### config.mk
export PLATFORM = sky130hd
export DESIGN_NAME = address_breakpoint_unit
export DESIGN_NICKNAME = d
export VERILOG_FILES = /design/src/shared/brk_pkg.sv /design/src/logic/address_breakpoint_unit.sv /design/src/logic/brk_ahb_slave.sv /design/src/logic/brk_comparator.sv
export SDC_FILE = /design/constraint.sdc
export NUM_CORES = 1
export LEC_CHECK = 0
export BUFFER_PORTS_ARGS = -buffer_cell sky130_fd_sc_hd__buf_2
export CELL_PAD_IN_SITES_DETAIL_PLACEMENT = 1
export CELL_PAD_IN_SITES_GLOBAL_PLACEMENT = 1
export CORE_MARGIN = 2
export CORE_UTILIZATION = 34
export DETAILED_ROUTE_END_ITERATION = 8
export GPL_TIMING_DRIVEN = 0
export PLACE_DENSITY = 0.83
export SYNTH_ARGS = -nofsm -noshare
export SYNTH_HDL_FRONTEND = slang
export SYNTH_HIERARCHICAL = 1
export SYNTH_SLANG_ARGS = --single-unit
### constraint.sdc
create_clock -name hclk -period 2.46 [get_ports hclk]
set_input_delay 0 -clock hclk [delete_from_list [all_inputs] [get_ports hclk]]
set_output_delay 0 -clock hclk [all_outputs]
set_load 0.005 [all_outputs]
### src/shared/brk_pkg.sv
// Constants, types and register map of the address breakpoint unit
// How it works
// - Enabled break with address bus equal to break address raises a break request.
// - Request makes the core take the interrupt opcode and vector FFFC, FEFC in monitor.
// - Software writing one to the active flag starts a break like a match.
// - Return-from-interrupt inside the break routine ends the break state.
// - Match on an opcode address breaks before that instruction executes.
// - Match on an operand address lets the instruction finish before breaking.
// - Software-started break is taken just before the next instruction begins.
// - A match of an unchanged address after clearing the flag gives no break.
// - In break state, status clears only allowed while the clear enable bit is one.
// - Both timers stop their counters while a break is active.
// - Watchdog held off during break while test high voltage is on reset pin.
// - Enable bit is bit 7, read/write, reset clears it, full 16-bit match.
// - Active flag set by match, reads one, cleared by writing zero or reset.
// - Break address is two byte registers, both cleared by reset.
// - Wait-exit flag reads one when a break ended wait mode, else zero.
package brk_pkg;
  localparam logic [7:0] OFS_STATUS_CONTROL = 8'h00;
  localparam logic [7:0] OFS_ADDR_HIGH = 8'h04;
  localparam logic [7:0] OFS_ADDR_LOW = 8'h08;
  localparam logic [7:0] OFS_WAIT_EXIT = 8'h0C;
  localparam logic [7:0] OFS_FLAG_CLEAR = 8'h10;
  localparam logic [7:0] OFS_IRQ_STATUS = 8'h14;
  localparam logic [7:0] OFS_IRQ_MASK = 8'h18;
  localparam int BIT_ENABLE = 7;
  localparam int BIT_ACTIVE = 6;
  localparam int BIT_WAIT_EXIT = 1;
  localparam int BIT_CLEAR_EN = 7;
  localparam int IRQ_MATCH = 0;
  localparam int IRQ_SOFT = 1;
  localparam int IRQ_END = 2;
  localparam logic [15:0] VEC_NORMAL = 16'hFFFC;
  localparam logic [15:0] VEC_MONITOR = 16'hFEFC;
  localparam logic [7:0] OPC_SOFT_INT = 8'h83;
  localparam logic [7:0] RESET_BYTE = 8'h00;
  localparam logic [1:0] HTRANS_NONSEQ = 2'h2;
  typedef enum logic [1:0] {
    BK_IDLE = 2'b00,
    BK_PEND = 2'b01,
    BK_ACTIVE = 2'b10
  } brk_state_t;
  typedef struct packed {
    logic [15:0] addr;
    logic valid;
    logic opcode_fetch;
    logic instr_boundary;
    logic rti_done;
  } cpu_bus_t;
  typedef struct packed {
    logic request;
    logic [7:0] opcode;
    logic [15:0] vector;
  } brk_req_t;
endpackage

### src/logic/address_breakpoint_unit.sv
// Address breakpoint unit top: registers, break sequencing, side controls
`timescale 1ns/100ps
module address_breakpoint_unit (
  input wire logic hclk,
  input wire logic hresetn,
  input wire logic hsel,
  input wire logic [31:0] haddr,
  input wire logic [1:0] htrans,
  input wire logic hwrite,
  input wire logic [2:0] hsize,
  input wire logic [31:0] hwdata,
  input wire logic hready,
  output logic hreadyout,
  output logic hresp,
  output logic [31:0] hrdata,
  input wire brk_pkg::cpu_bus_t cpu_bus,
  input wire logic monitor_mode,
  input wire logic wait_mode,
  input wire logic test_high_voltage,
  output brk_pkg::brk_req_t brk_req,
  output logic break_state,
  output logic timer_stop,
  output logic watchdog_hold,
  output logic status_clear_allow,
  output logic irq
);
  logic wr_stb;
  logic rd_stb;
  logic [7:0] reg_addr;
  logic slave_ready;
  logic slave_resp;
  logic enable_reg;
  logic active_reg;
  logic [15:0] break_addr_reg;
  logic armed_reg;
  logic soft_req_reg;
  logic operand_hit_reg;
  logic wait_exit_reg;
  logic clear_en_reg;
  logic [2:0] irq_status_reg;
  logic [2:0] irq_mask_reg;
  logic hit;
  logic match_fire;
  logic [2:0] irq_event;
  brk_pkg::brk_state_t state_reg;
  wire logic [7:0] wdat = hwdata[7:0];

  brk_ahb_slave u_slave (
    .hclk(hclk),
    .hresetn(hresetn),
    .hsel(hsel),
    .haddr(haddr),
    .htrans(htrans),
    .hwrite(hwrite),
    .hsize(hsize),
    .hready(hready),
    .hreadyout(slave_ready),
    .hresp(slave_resp),
    .wr_stb(wr_stb),
    .rd_stb(rd_stb),
    .reg_addr(reg_addr)
  );

  brk_comparator #(.WIDTH(16)) u_cmp (
    .bus_addr(cpu_bus.addr),
    .break_addr(break_addr_reg),
    .hit(hit)
  );

  // Bus response, registered so every output leaves a flop
  always_ff @(posedge hclk or negedge hresetn) begin
    if (!hresetn) begin
      hreadyout <= 1'b1;
      hresp <= 1'b0;
    end else begin
      hreadyout <= slave_ready;
      hresp <= slave_resp;
    end
  end

  wire logic wr_sc = wr_stb && (reg_addr == brk_pkg::OFS_STATUS_CONTROL);
  wire logic wr_hi = wr_stb && (reg_addr == brk_pkg::OFS_ADDR_HIGH);
  wire logic wr_lo = wr_stb && (reg_addr == brk_pkg::OFS_ADDR_LOW);
  wire logic addr_write = wr_hi || wr_lo;

  // Match when enabled and armed, on a valid bus cycle
  assign match_fire = enable_reg && armed_reg && cpu_bus.valid && hit
    && (state_reg == brk_pkg::BK_IDLE);

  // Enable bit and break address bytes
  always_ff @(posedge hclk or negedge hresetn) begin
    if (!hresetn) begin
      enable_reg <= 1'b0;
      break_addr_reg <= {brk_pkg::RESET_BYTE, brk_pkg::RESET_BYTE};
    end else begin
      if (wr_sc) begin
        enable_reg <= wdat[brk_pkg::BIT_ENABLE];
      end
      if (wr_hi) begin
        break_addr_reg[15:8] <= wdat;
      end
      if (wr_lo) begin
        break_addr_reg[7:0] <= wdat;
      end
    end
  end

  // Active flag: hardware set wins over a software clear
  always_ff @(posedge hclk or negedge hresetn) begin
    if (!hresetn) begin
      active_reg <= 1'b0;
    end else if (match_fire) begin
      active_reg <= 1'b1;
    end else if (wr_sc) begin
      active_reg <= wdat[brk_pkg::BIT_ACTIVE];
    end
  end

  // Arming: a taken match disarms until the address is rewritten
  always_ff @(posedge hclk or negedge hresetn) begin
    if (!hresetn) begin
      armed_reg <= 1'b1;
    end else if (addr_write) begin
      armed_reg <= 1'b1;
    end else if (match_fire) begin
      armed_reg <= 1'b0;
    end
  end

  // Pending requests: software start and operand matches wait for a boundary
  always_ff @(posedge hclk or negedge hresetn) begin
    if (!hresetn) begin
      soft_req_reg <= 1'b0;
      operand_hit_reg <= 1'b0;
    end else begin
      if (wr_sc && wdat[brk_pkg::BIT_ACTIVE] && !active_reg && state_reg == brk_pkg::BK_IDLE) begin
        soft_req_reg <= 1'b1;
      end else if (state_reg == brk_pkg::BK_ACTIVE) begin
        soft_req_reg <= 1'b0;
      end
      if (match_fire && !cpu_bus.opcode_fetch) begin
        operand_hit_reg <= 1'b1;
      end else if (state_reg == brk_pkg::BK_ACTIVE) begin
        operand_hit_reg <= 1'b0;
      end
    end
  end

  wire logic take_now = (match_fire && cpu_bus.opcode_fetch)
    || ((soft_req_reg || operand_hit_reg) && cpu_bus.instr_boundary);

  // Break sequencer
  always_ff @(posedge hclk or negedge hresetn) begin
    if (!hresetn) begin
      state_reg <= brk_pkg::BK_IDLE;
    end else begin
      case (state_reg)
        brk_pkg::BK_IDLE: begin
          if (take_now) begin
            state_reg <= brk_pkg::BK_ACTIVE;
          end else if (match_fire || soft_req_reg) begin
            state_reg <= brk_pkg::BK_PEND;
          end
        end
        brk_pkg::BK_PEND: begin
          if (cpu_bus.instr_boundary) begin
            state_reg <= brk_pkg::BK_ACTIVE;
          end
        end
        brk_pkg::BK_ACTIVE: begin
          if (cpu_bus.rti_done) begin
            state_reg <= brk_pkg::BK_IDLE;
          end
        end
        default: state_reg <= brk_pkg::BK_IDLE;
      endcase
    end
  end

  wire logic entering = (state_reg != brk_pkg::BK_ACTIVE)
    && ((state_reg == brk_pkg::BK_IDLE && take_now) || (state_reg == brk_pkg::BK_PEND && cpu_bus.instr_boundary));

  // Request to system integration logic, and side controls
  always_ff @(posedge hclk or negedge hresetn) begin
    if (!hresetn) begin
      brk_req <= '0;
      break_state <= 1'b0;
      timer_stop <= 1'b0;
      watchdog_hold <= 1'b0;
      status_clear_allow <= 1'b1;
    end else begin
      brk_req.request <= entering;
      brk_req.opcode <= brk_pkg::OPC_SOFT_INT;
      brk_req.vector <= monitor_mode ? brk_pkg::VEC_MONITOR : brk_pkg::VEC_NORMAL;
      break_state <= entering || (state_reg == brk_pkg::BK_ACTIVE && !cpu_bus.rti_done);
      timer_stop <= entering || (state_reg == brk_pkg::BK_ACTIVE && !cpu_bus.rti_done);
      watchdog_hold <= (entering || (state_reg == brk_pkg::BK_ACTIVE && !cpu_bus.rti_done))
        && test_high_voltage;
      status_clear_allow <= !(entering || state_reg == brk_pkg::BK_ACTIVE) || clear_en_reg;
    end
  end

  // Wait-exit flag and flag-clear enable
  always_ff @(posedge hclk or negedge hresetn) begin
    if (!hresetn) begin
      wait_exit_reg <= 1'b0;
      clear_en_reg <= 1'b0;
    end else begin
      if (entering) begin
        wait_exit_reg <= wait_mode;
      end else if (wr_stb && reg_addr == brk_pkg::OFS_WAIT_EXIT && !wdat[brk_pkg::BIT_WAIT_EXIT]) begin
        wait_exit_reg <= 1'b0;
      end
      if (wr_stb && reg_addr == brk_pkg::OFS_FLAG_CLEAR) begin
        clear_en_reg <= wdat[brk_pkg::BIT_CLEAR_EN];
      end
    end
  end

  // Interrupt status: set wins over write-one-to-clear
  assign irq_event = {state_reg == brk_pkg::BK_ACTIVE && cpu_bus.rti_done,
    entering && soft_req_reg, match_fire};
  always_ff @(posedge hclk or negedge hresetn) begin
    if (!hresetn) begin
      irq_status_reg <= 3'h0;
      irq_mask_reg <= 3'h0;
      irq <= 1'b0;
    end else begin
      if (wr_stb && reg_addr == brk_pkg::OFS_IRQ_STATUS) begin
        irq_status_reg <= (irq_status_reg & ~wdat[2:0]) | irq_event;
      end else begin
        irq_status_reg <= irq_status_reg | irq_event;
      end
      if (wr_stb && reg_addr == brk_pkg::OFS_IRQ_MASK) begin
        irq_mask_reg <= wdat[2:0];
      end
      irq <= |(irq_status_reg & irq_mask_reg);
    end
  end

  // Read data, registered in the address phase so it stands in the data phase
  always_ff @(posedge hclk or negedge hresetn) begin
    if (!hresetn) begin
      hrdata <= 32'h0000_0000;
    end else if (rd_stb) begin
      case (haddr[7:0])
        brk_pkg::OFS_STATUS_CONTROL: hrdata <= {24'h000000, enable_reg, active_reg, 6'h00};
        brk_pkg::OFS_ADDR_HIGH: hrdata <= {24'h000000, break_addr_reg[15:8]};
        brk_pkg::OFS_ADDR_LOW: hrdata <= {24'h000000, break_addr_reg[7:0]};
        brk_pkg::OFS_WAIT_EXIT: hrdata <= {30'h0, wait_exit_reg, 1'b0};
        brk_pkg::OFS_FLAG_CLEAR: hrdata <= {24'h000000, clear_en_reg, 7'h00};
        brk_pkg::OFS_IRQ_STATUS: hrdata <= {29'h0, irq_status_reg};
        brk_pkg::OFS_IRQ_MASK: hrdata <= {29'h0, irq_mask_reg};
        default: hrdata <= 32'h0000_0000;
      endcase
    end
  end

  // Checks
  property p_req_on_opcode_match;
    @(posedge hclk) disable iff (!hresetn)
    (match_fire && cpu_bus.opcode_fetch) |=> brk_req.request;
  endproperty
  a_req_on_opcode_match: assert property (p_req_on_opcode_match) else $error("no request after opcode match");
  property p_vector;
    @(posedge hclk) disable iff (!hresetn)
    brk_req.request |-> brk_req.vector == ($past(monitor_mode) ? brk_pkg::VEC_MONITOR : brk_pkg::VEC_NORMAL);
  endproperty
  a_vector: assert property (p_vector) else $error("wrong break vector");
  property p_soft_start;
    @(posedge hclk) disable iff (!hresetn)
    (state_reg == brk_pkg::BK_IDLE && wr_sc && wdat[brk_pkg::BIT_ACTIVE] && !active_reg)
      |=> ##[0:1000] brk_req.request;
  endproperty
  a_soft_start: assert property (p_soft_start) else $error("software break not taken");
  property p_rti_end;
    @(posedge hclk) disable iff (!hresetn)
    (state_reg == brk_pkg::BK_ACTIVE && cpu_bus.rti_done) |=> !break_state && state_reg == brk_pkg::BK_IDLE;
  endproperty
  a_rti_end: assert property (p_rti_end) else $error("break not ended by return");
  property p_no_rearm;
    @(posedge hclk) disable iff (!hresetn)
    (match_fire && !addr_write) |=> !armed_reg;
  endproperty
  a_no_rearm: assert property (p_no_rearm) else $error("break stays armed after match");
  property p_clear_gate;
    @(posedge hclk) disable iff (!hresetn)
    (state_reg == brk_pkg::BK_ACTIVE && $stable(state_reg)) |-> status_clear_allow == $past(clear_en_reg);
  endproperty
  a_clear_gate: assert property (p_clear_gate) else $error("status clear gate wrong in break");
  property p_timers;
    @(posedge hclk) disable iff (!hresetn)
    timer_stop == break_state;
  endproperty
  a_timers: assert property (p_timers) else $error("timers run during break");
  property p_watchdog;
    @(posedge hclk) disable iff (!hresetn)
    watchdog_hold |-> break_state && $past(test_high_voltage);
  endproperty
  a_watchdog: assert property (p_watchdog) else $error("watchdog hold without cause");
  property p_active_set;
    @(posedge hclk) disable iff (!hresetn)
    match_fire |=> active_reg;
  endproperty
  a_active_set: assert property (p_active_set) else $error("active flag not set on match");

  // Sequencing and register checks
  property p_operand_defers;
    @(posedge hclk) disable iff (!hresetn)
    (match_fire && !cpu_bus.opcode_fetch && !soft_req_reg && !operand_hit_reg) |=> !brk_req.request;
  endproperty
  a_operand_defers: assert property (p_operand_defers) else $error("operand match broke too early");
  property p_pend_takes;
    @(posedge hclk) disable iff (!hresetn)
    (state_reg == brk_pkg::BK_PEND && cpu_bus.instr_boundary)
      |=> brk_req.request && state_reg == brk_pkg::BK_ACTIVE;
  endproperty
  a_pend_takes: assert property (p_pend_takes) else $error("pending break not taken at boundary");
  property p_pend_waits;
    @(posedge hclk) disable iff (!hresetn)
    (state_reg == brk_pkg::BK_PEND && !cpu_bus.instr_boundary)
      |=> !brk_req.request && state_reg == brk_pkg::BK_PEND;
  endproperty
  a_pend_waits: assert property (p_pend_waits) else $error("pending break taken off boundary");
  property p_enable_gate;
    @(posedge hclk) disable iff (!hresetn)
    (!enable_reg && !soft_req_reg && !operand_hit_reg && state_reg == brk_pkg::BK_IDLE) |=> !brk_req.request;
  endproperty
  a_enable_gate: assert property (p_enable_gate) else $error("break while disabled");
  property p_addr_high;
    @(posedge hclk) disable iff (!hresetn)
    wr_hi |=> break_addr_reg[15:8] == $past(wdat);
  endproperty
  a_addr_high: assert property (p_addr_high) else $error("address high byte not written");
  property p_addr_low;
    @(posedge hclk) disable iff (!hresetn)
    wr_lo |=> break_addr_reg[7:0] == $past(wdat);
  endproperty
  a_addr_low: assert property (p_addr_low) else $error("address low byte not written");
  property p_wait_capture;
    @(posedge hclk) disable iff (!hresetn)
    entering |=> wait_exit_reg == $past(wait_mode);
  endproperty
  a_wait_capture: assert property (p_wait_capture) else $error("wait exit flag not captured");
  property p_req_pulse;
    @(posedge hclk) disable iff (!hresetn)
    brk_req.request |=> !brk_req.request;
  endproperty
  a_req_pulse: assert property (p_req_pulse) else $error("break request longer than one cycle");
  property p_soft_sets;
    @(posedge hclk) disable iff (!hresetn)
    (wr_sc && wdat[brk_pkg::BIT_ACTIVE]) |=> active_reg;
  endproperty
  a_soft_sets: assert property (p_soft_sets) else $error("active flag not set by software");
  property p_watchdog_on;
    @(posedge hclk) disable iff (!hresetn)
    (state_reg == brk_pkg::BK_ACTIVE && !cpu_bus.rti_done && test_high_voltage) |=> watchdog_hold;
  endproperty
  a_watchdog_on: assert property (p_watchdog_on) else $error("watchdog not held in break");
endmodule // address_breakpoint_unit

### src/logic/brk_ahb_slave.sv
// AHB-Lite slave front end that turns transfers into one-cycle register strobes
`timescale 1ns/100ps
module brk_ahb_slave (
  input wire logic hclk,
  input wire logic hresetn,
  input wire logic hsel,
  input wire logic [31:0] haddr,
  input wire logic [1:0] htrans,
  input wire logic hwrite,
  input wire logic [2:0] hsize,
  input wire logic hready,
  output logic hreadyout,
  output logic hresp,
  output logic wr_stb,
  output logic rd_stb,
  output logic [7:0] reg_addr
);
  logic wr_pend_reg;
  logic [7:0] addr_reg;
  wire logic take = hsel && hready && (htrans == brk_pkg::HTRANS_NONSEQ);
  assign hreadyout = 1'b1;
  assign hresp = 1'b0;
  // Write data arrives in the data phase, so the write strobe trails the address phase
  always_ff @(posedge hclk or negedge hresetn) begin
    if (!hresetn) begin
      wr_pend_reg <= 1'b0;
      addr_reg <= 8'h00;
    end else begin
      wr_pend_reg <= take && hwrite;
      if (take) begin
        addr_reg <= haddr[7:0];
      end
    end
  end
  assign wr_stb = wr_pend_reg;
  assign rd_stb = take && !hwrite && (hsize != 3'h7);
  assign reg_addr = wr_pend_reg ? addr_reg : haddr[7:0];
endmodule // brk_ahb_slave

### src/logic/brk_comparator.sv
// Sixteen-bit break address comparator
`timescale 1ns/100ps
module brk_comparator #(
  parameter int WIDTH = 16
) (
  input wire logic [WIDTH-1:0] bus_addr,
  input wire logic [WIDTH-1:0] break_addr,
  output logic hit
);
  logic [WIDTH-1:0] eq;
  genvar i;
  generate
    for (i = 0; i < WIDTH; i++) begin : g_bit
      assign eq[i] = (bus_addr[i] == break_addr[i]);
    end
  endgenerate
  assign hit = &eq;
endmodule // brk_comparator

==> results.toml, run 1 <==
[global_routing]
grt_pass1_wl_um = 13000
grt_overflow = 0
grt_max_degree = 58
grt.total_usage_pct = 16.8
first_global_vias = 2617
antenna_found_initial = 0

[final_layout]
nets = 514
final_layout_size_suffix_gt1_share_pct = 47.4
diodes = 0
largest_register_ffs = 16
area.growth.synth_to_final_pct = 34.3
fin_area_um2 = 4210

[setup_path]
max_stage_delay_ns = 0.37
crit_path_end = "break_addr_reg[2]"
cp.arrival_ns = 2.47
critPathMaxFanout = 9
crit_chain = "buf_4, mux2_2, nor4_4, nand4b_1, nand2b_1, buf_6, mux2_4"
crit_path_start_kind = "register"
regToRegEndpoint = "break_addr_reg[2]"
crit_start = "u_slave/wr_stb"
rrSetupSlack_ns = 0.21
cp_data_required_time_ns = 2.68
crit_slowest_cell = "mux2_2"
reg2reg_depth = 7
crit_type = "reg2reg"
timing.rr.start = "u_slave/wr_stb"
cp-end-kind = "register"

[synth]
synthTopCellsByCount = "dfrtp_1, buf_4, mux2_2, xnor2_1, inv_1"
syn_avg_cell_area_um2 = 11.6
synth_edf_count = 0
synthArstFlopShare_pct = 100
synth_top_area_share_pct = 43.1
ys.flop_type = "dfrtp_1"
yosys.cell_count.top_type = "dfrtp_1"
synth_top_area_cell = "dfrtp_1"
synth_area_um2 = 3130
yosysSeqAreaShare_pct = 45.6
netlist_top_cells_area = "dfrtp_1, buf_4, mux2_2, xnor2_1, mux2_4"
yosysWarnings = 6
synth_cell_types = 47
syn_inst = 271
ys_seq_elements = 57

[timing]
relSlewSlack_pct = 50.8
timing.final.crit_share_pct = 91.4
timing.fmax_ghz = 0.445
period_needed_ns = 2.25
clock_skew_ns = 0.00708
setup_viol = 0
hold_violations = 0
fin_ws_ns = 0.212
drv_slew = 0
worstMarginPinSlew_ns = 0.738
hold_slack_ns = 0.0347

[placed_design]
portBuffers = 81
dpl.hpwl_um = 5960
gp_congestion = 0.815
pre_cts_ws_ns = 0.0609
place_area_um2 = 3790

[run]
max_cap_viol_count = 0

[clock_network]
cts_max_level = 3
cts_buffers = 9
clock-sinks = 57
cts_tree = "built"
clk_pin_slew_ns = 0.07
root_buffer = "clkbuf_8"
clk_latency_ns = 0.34
clock_path_buffers = 2

[power_and_ir_drop]
leakage_nw = 2.15
p_per_area_nw_per_um2 = 518
ir_worst_vdd_mv = 0.293

[route]
ant_nets = 0
vias_per_cell = 4.67
via_count = 2487
drt_pass1_iterations = 4
drc_errors = 0
wirelength_um = 7910
routedWlPerCell_um = 14.8
drtIter0Drc = 88

[floorplanning]
die_h_um = 100
ios = 161
core_um2 = 9110
rows = 35
dieArea_um2 = 10000
die_x_um = 100
initial_utilization_pct = 34.4

[hold_path]
hp-class = "in2reg"

[outcome]
status = "finished, final reports clean"
-- routing by layer --
layer | GRT usage, % | vias to the layer above | wire (µm)
li1 | - | 1169 | -
met1 | 19.9 | 1233 | 3350
met2 | 30.6 | 78 | 4080
met3 | 4.04 | 7 | 430
met4 | 4.43 | 0 | 55
met5 | 0 | - | 0
-- layout make-up --
class,count,area [µm²]
Buffer,57,414
Tap cell,111,139
Fill cell,1041,4900
Sequential cell,57,1430
Clock buffer,10,128
Timing Repair Buffer,105,646
Clock inverter,6,35.0
Multi-Input combinational cell,173,1360
Inverter,14,52.6
-- cell usage in the layout (no fill, tap or decap), types with 2 or more instances in the layout --
cell type	instances
dlygate4sd3_1	23
xnor2_1	16
a221oi_1	4
nor2_1	6
clkbuf_1	5
nand2_1	6
inv_1	14
clkinvlp_4	2
dfstp_2	3
nand2b_1	2
mux2_2	31
conb_1	34
a22o_1	2
nand4_1	8
a22oi_1	3
nor2b_1	3
buf_4	53
buf_2	81
a21oi_1	2
nor3_1	2
o32ai_1	3
clkinv_2	4
clkbuf_8	9
mux2i_1	2
a41oi_1	2
o22ai_1	6
o21ai_0	2
o21bai_1	3
mux2_4	8
dfrtp_1	54
nand3_1	7
and3_1	3
-- stage by stage --
stage / util [%] / power, mW / cells / TNS, ns
global placement: 41.6 / 1.41 / 493 / 0
floorplan: - / 1.27 / 301 / 0
detailed placement: 41.6 / 1.43 / 493 / 0
finish: 46.2 / 2.18 / 533 / 0
CTS: 45.9 / 2.21 / 532 / 0
global route: 46.2 / 2.31 / 533 / -0.00287
-- how the worst min path moves through the flow --
stage	start	end	slack, ns	cells past startpoint
3_5_place_dp	monitor_mode	brk_req[8]	0.15	2
2_1_floorplan	hresetn	active_reg	-0.30	0
5_1_grt	haddr[3]	u_slave/addr_reg[3]	0.03	2
6_report	haddr[3]	u_slave/addr_reg[3]	0.03	2
4_1_cts	haddr[3]	u_slave/addr_reg[3]	0.02	2
3_3_place_gp	monitor_mode	brk_req[8]	0.15	2
-- cell families (layout without fill, tap and decap cells) --
logic type,after synthesis,after routing,share of synthesized area [%]
muxes,41,41,15.6
and+or+nand+nor,48,48,10.4
AOI/OAI and AO/OA,34,34,8.58
xor gates and xnor gates,16,16,4.47
other,4,34,0.479
DFF,57,57,45.6
buffers and inverters,71,192,14.8
-- repair_timing --
action / CTS / global route
endpoints found under the hold margin: 92 / 0
gates resized for setup: 0 / 3
setup buffers: 0 / 1
setup endpoints to repair: 0 / 14
hold buffers: 23 / 0
-- where the power goes --
part,internal [mW],total [mW],switching [mW]
Clock,0.357,0.734,0.377
Combinational,0.214,0.380,0.166
Sequential,1.02,1.06,0.0466
-- worst max-delay path: cells and delay by family, from the launching register on --
family | cells | cell delay (ns)
DFF | 1 | 0.36
and+or+nand+nor | 3 | 0.75
buffers and inverters | 2 | 0.34
muxes | 2 | 0.68
Power figures use the tool's default switching activity.
==> run 2: changes to the inputs <==
--- a/config.mk
+++ b/config.mk
@@ -7,12 +7,12 @@
 export LEC_CHECK = 0
 export BUFFER_PORTS_ARGS = -buffer_cell sky130_fd_sc_hd__buf_2
 export CELL_PAD_IN_SITES_DETAIL_PLACEMENT = 1
-export CELL_PAD_IN_SITES_GLOBAL_PLACEMENT = 1
+export CELL_PAD_IN_SITES_GLOBAL_PLACEMENT = 2
 export CORE_MARGIN = 2
-export CORE_UTILIZATION = 34
+export CORE_UTILIZATION = 27
 export DETAILED_ROUTE_END_ITERATION = 8
 export GPL_TIMING_DRIVEN = 0
-export PLACE_DENSITY = 0.83
+export PLACE_DENSITY = 0.82
 export SYNTH_ARGS = -nofsm -noshare
 export SYNTH_HDL_FRONTEND = slang
 export SYNTH_HIERARCHICAL = 1
==> run 2 against run 1 <==
Global-route usage is 3.4 points lower. Flip-flop and latch count stayed put. Fmax is 3.0% lower. Cell count is 5.6% higher. Sequential share of layout area is 1.4 points lower. Die area is 25% higher. Power is 28% higher. Clock-buffer cell count is 1 higher. Core utilization is 7.5 points lower. Sequential power hardly changed. Critical endpoint is now irq_mask_reg[0]. Clock skew hardly changed. Largest cell class unchanged. First-iteration DRC count is 51% lower.
==> results.toml, run 2 (synthesis results as in run 1) <==
[outcome]
status = "finished, final reports clean"

[timing]
hold_slack_ns = 0.0112
drv_slew = 0
timing.fmax_ghz = 0.432
clock_skew_ns = 0.00703
rsz0062_at_grt = "false"
setup_viol = 0
timing.final.crit_share_pct = 94.2
worstMarginPinSlew_ns = 0.739
relSlewSlack_pct = 50.7
tns_ns = 0
period_needed_ns = 2.32
hold_violations = 0

[final_layout]
multi_input_area_um2 = 1360
seq_area_um2 = 1430
final_layout_size_suffix_gt1_share_pct = 47.4
final_cell_mix = "buf_2, dfrtp_1, buf_4, conb_1, mux2_2"
diodes = 0
instances_no_fill = 563
area.growth.synth_to_final_pct = 40.2
nets = 512
largest_register_ffs = 16
nFillCells = 1301
final_common_cell = "buf_2"

[run]
max_cap_viol_count = 0

[placed_design]
portBuffers = 81
gp_congestion = 0.765
dpl.hpwl_um = 6080
place_inst = 525

[setup_path]
path_buf_inv = 1
crit_start = "u_slave/wr_stb"
crit_chain = "buf_6, mux2_2, nor4_4, nand4b_1, nor3b_2, mux2_2"
reg2reg_depth = 6
crit_slowest_cell = "dfrtp_1"
crit_path_start_kind = "register"
cp.arrival_ns = 2.53
crit_type = "reg2reg"
rrSetupSlack_ns = 0.14
critPathMaxFanout = 8
cp_common_cell = "mux2_2"
cp-end-kind = "register"
cp_data_required_time_ns = 2.68
timing.rr.start = "u_slave/wr_stb"
path_depth = 6
path_delay_family = "simple AND/OR/NAND/NOR gates"
crit_path_end = "irq_mask_reg[0]"
max_stage_delay_ns = 0.42
regToRegEndpoint = "irq_mask_reg[0]"

[floorplanning]
core_um2 = 11400
die_x_um = 112
die_h_um = 112
initial_utilization_pct = 27.6
ios = 161
dieArea_um2 = 12500
rows = 39

[global_routing]
grt_max_degree = 58
first_global_vias = 2536
antenna_found_initial = 0
grt_pass1_wl_um = 13100
grt_overflow = 0
grt.total_usage_pct = 13.5

[power_and_ir_drop]
p_switching_uw = 651
p_comb_share_pct = 13.5
power.total_mw = 2.79
p_per_area_nw_per_um2 = 636
leakage_nw = 2.21
ir_worst_vdd_mv = 0.330
netSwitchingFraction_pct = 23.3
p_int_mw = 2.14
pwr-share-clk_pct = 48.3
p_seq_share_pct = 38.1

[clock_network]
clk_latency_ns = 0.33
clock_path_buffers = 2
cts_max_level = 3
clock-sinks = 57
root_buffer = "clkbuf_16"
clk_pin_slew_ns = 0.05
cts_tree = "built"
cts_buffers = 9
postCtsSetupBuffers = 0

[route]
vias_per_cell = 4.30
routedWlPerCell_um = 14.4
via_count = 2423
ant_nets = 0
drt_pass1_iterations = 4
drtIter0Drc = 43
drc_errors = 0
wirelength_um = 8100

[hold_path]
hp-class = "in2reg"
[run 2: cell types whose count changed in the layout (fill, tap and decap cells not counted), sizes merged]
cell	delta
clkinv	-3
bufinv	+2
buf	-1
clkbuf	+1
dlygate4sd3	-1
[run 2: stage by stage]
step | setup slack (ns) | instance area [µm²] | utilization (%)
4_1_cts | 0.0242 | 4360 | 38.4
3_3_place_gp | 0.108 | 3830 | 33.7
6_report | 0.144 | 4390 | 38.6
2_1_floorplan | 0.352 | 3250 | -
3_5_place_dp | 0.0284 | 3830 | 33.7
5_1_grt | 0.0308 | 4390 | 38.6
[run 2: power by group through the flow]
| stage | clock (mW) | combinational, mW | sequential (mW) |
|---|---|---|---|
| CTS | 1.38 | 0.381 | 1.07 |
| global placement | 0 | 0.344 | 1.08 |
| finish | 1.35 | 0.378 | 1.07 |
| floorplan | 0 | 0.196 | 1.07 |
| global route | 1.43 | 0.425 | 1.08 |
| detailed placement | 0 | 0.353 | 1.08 |
[run 2: final cells by class]
class                      instances  share of cell area [%]
sequential                        57                    32.5
multi-input combinational        173                    31.0
timing repair buffer             103                    14.3
buffer                            57                    9.51
clock buffer                      11                    5.52
tap                              143                    4.07
clock inverter                     5                    1.82
inverter                          14                    1.20
[run 2: per-layer routing]
layer / global-route usage (%) / part of all wire [%] / wire [µm]
met2: 22.4 / 48 / 3870
met4: 4.03 / 1.3 / 102
met1: 16.2 / 43 / 3520
met5: 0 / 0 / 0
met3: 5.12 / 7.5 / 604
[run 2: timing repair]
| action | in CTS | in global routing |
|---|---|---|
| endpoints found under the hold margin | 35 | 54 |
| endpoints found under the setup margin | 0 | 13 |
| gates resized for setup | 0 | 4 |
| hold buffers | 21 | 1 |
[run 2: worst min path at each step]
stage	from	to	slack, ns	cells after the start
3_3_place_gp	monitor_mode	brk_req[8]	0.16	2
5_1_grt	haddr[2]	u_slave/addr_reg[2]	0.03	2
3_5_place_dp	monitor_mode	brk_req[8]	0.15	2
6_report	haddr[2]	u_slave/addr_reg[2]	0.01	2
2_1_floorplan	hresetn	active_reg	-0.30	0
4_1_cts	haddr[2]	u_slave/addr_reg[2]	0.003	2
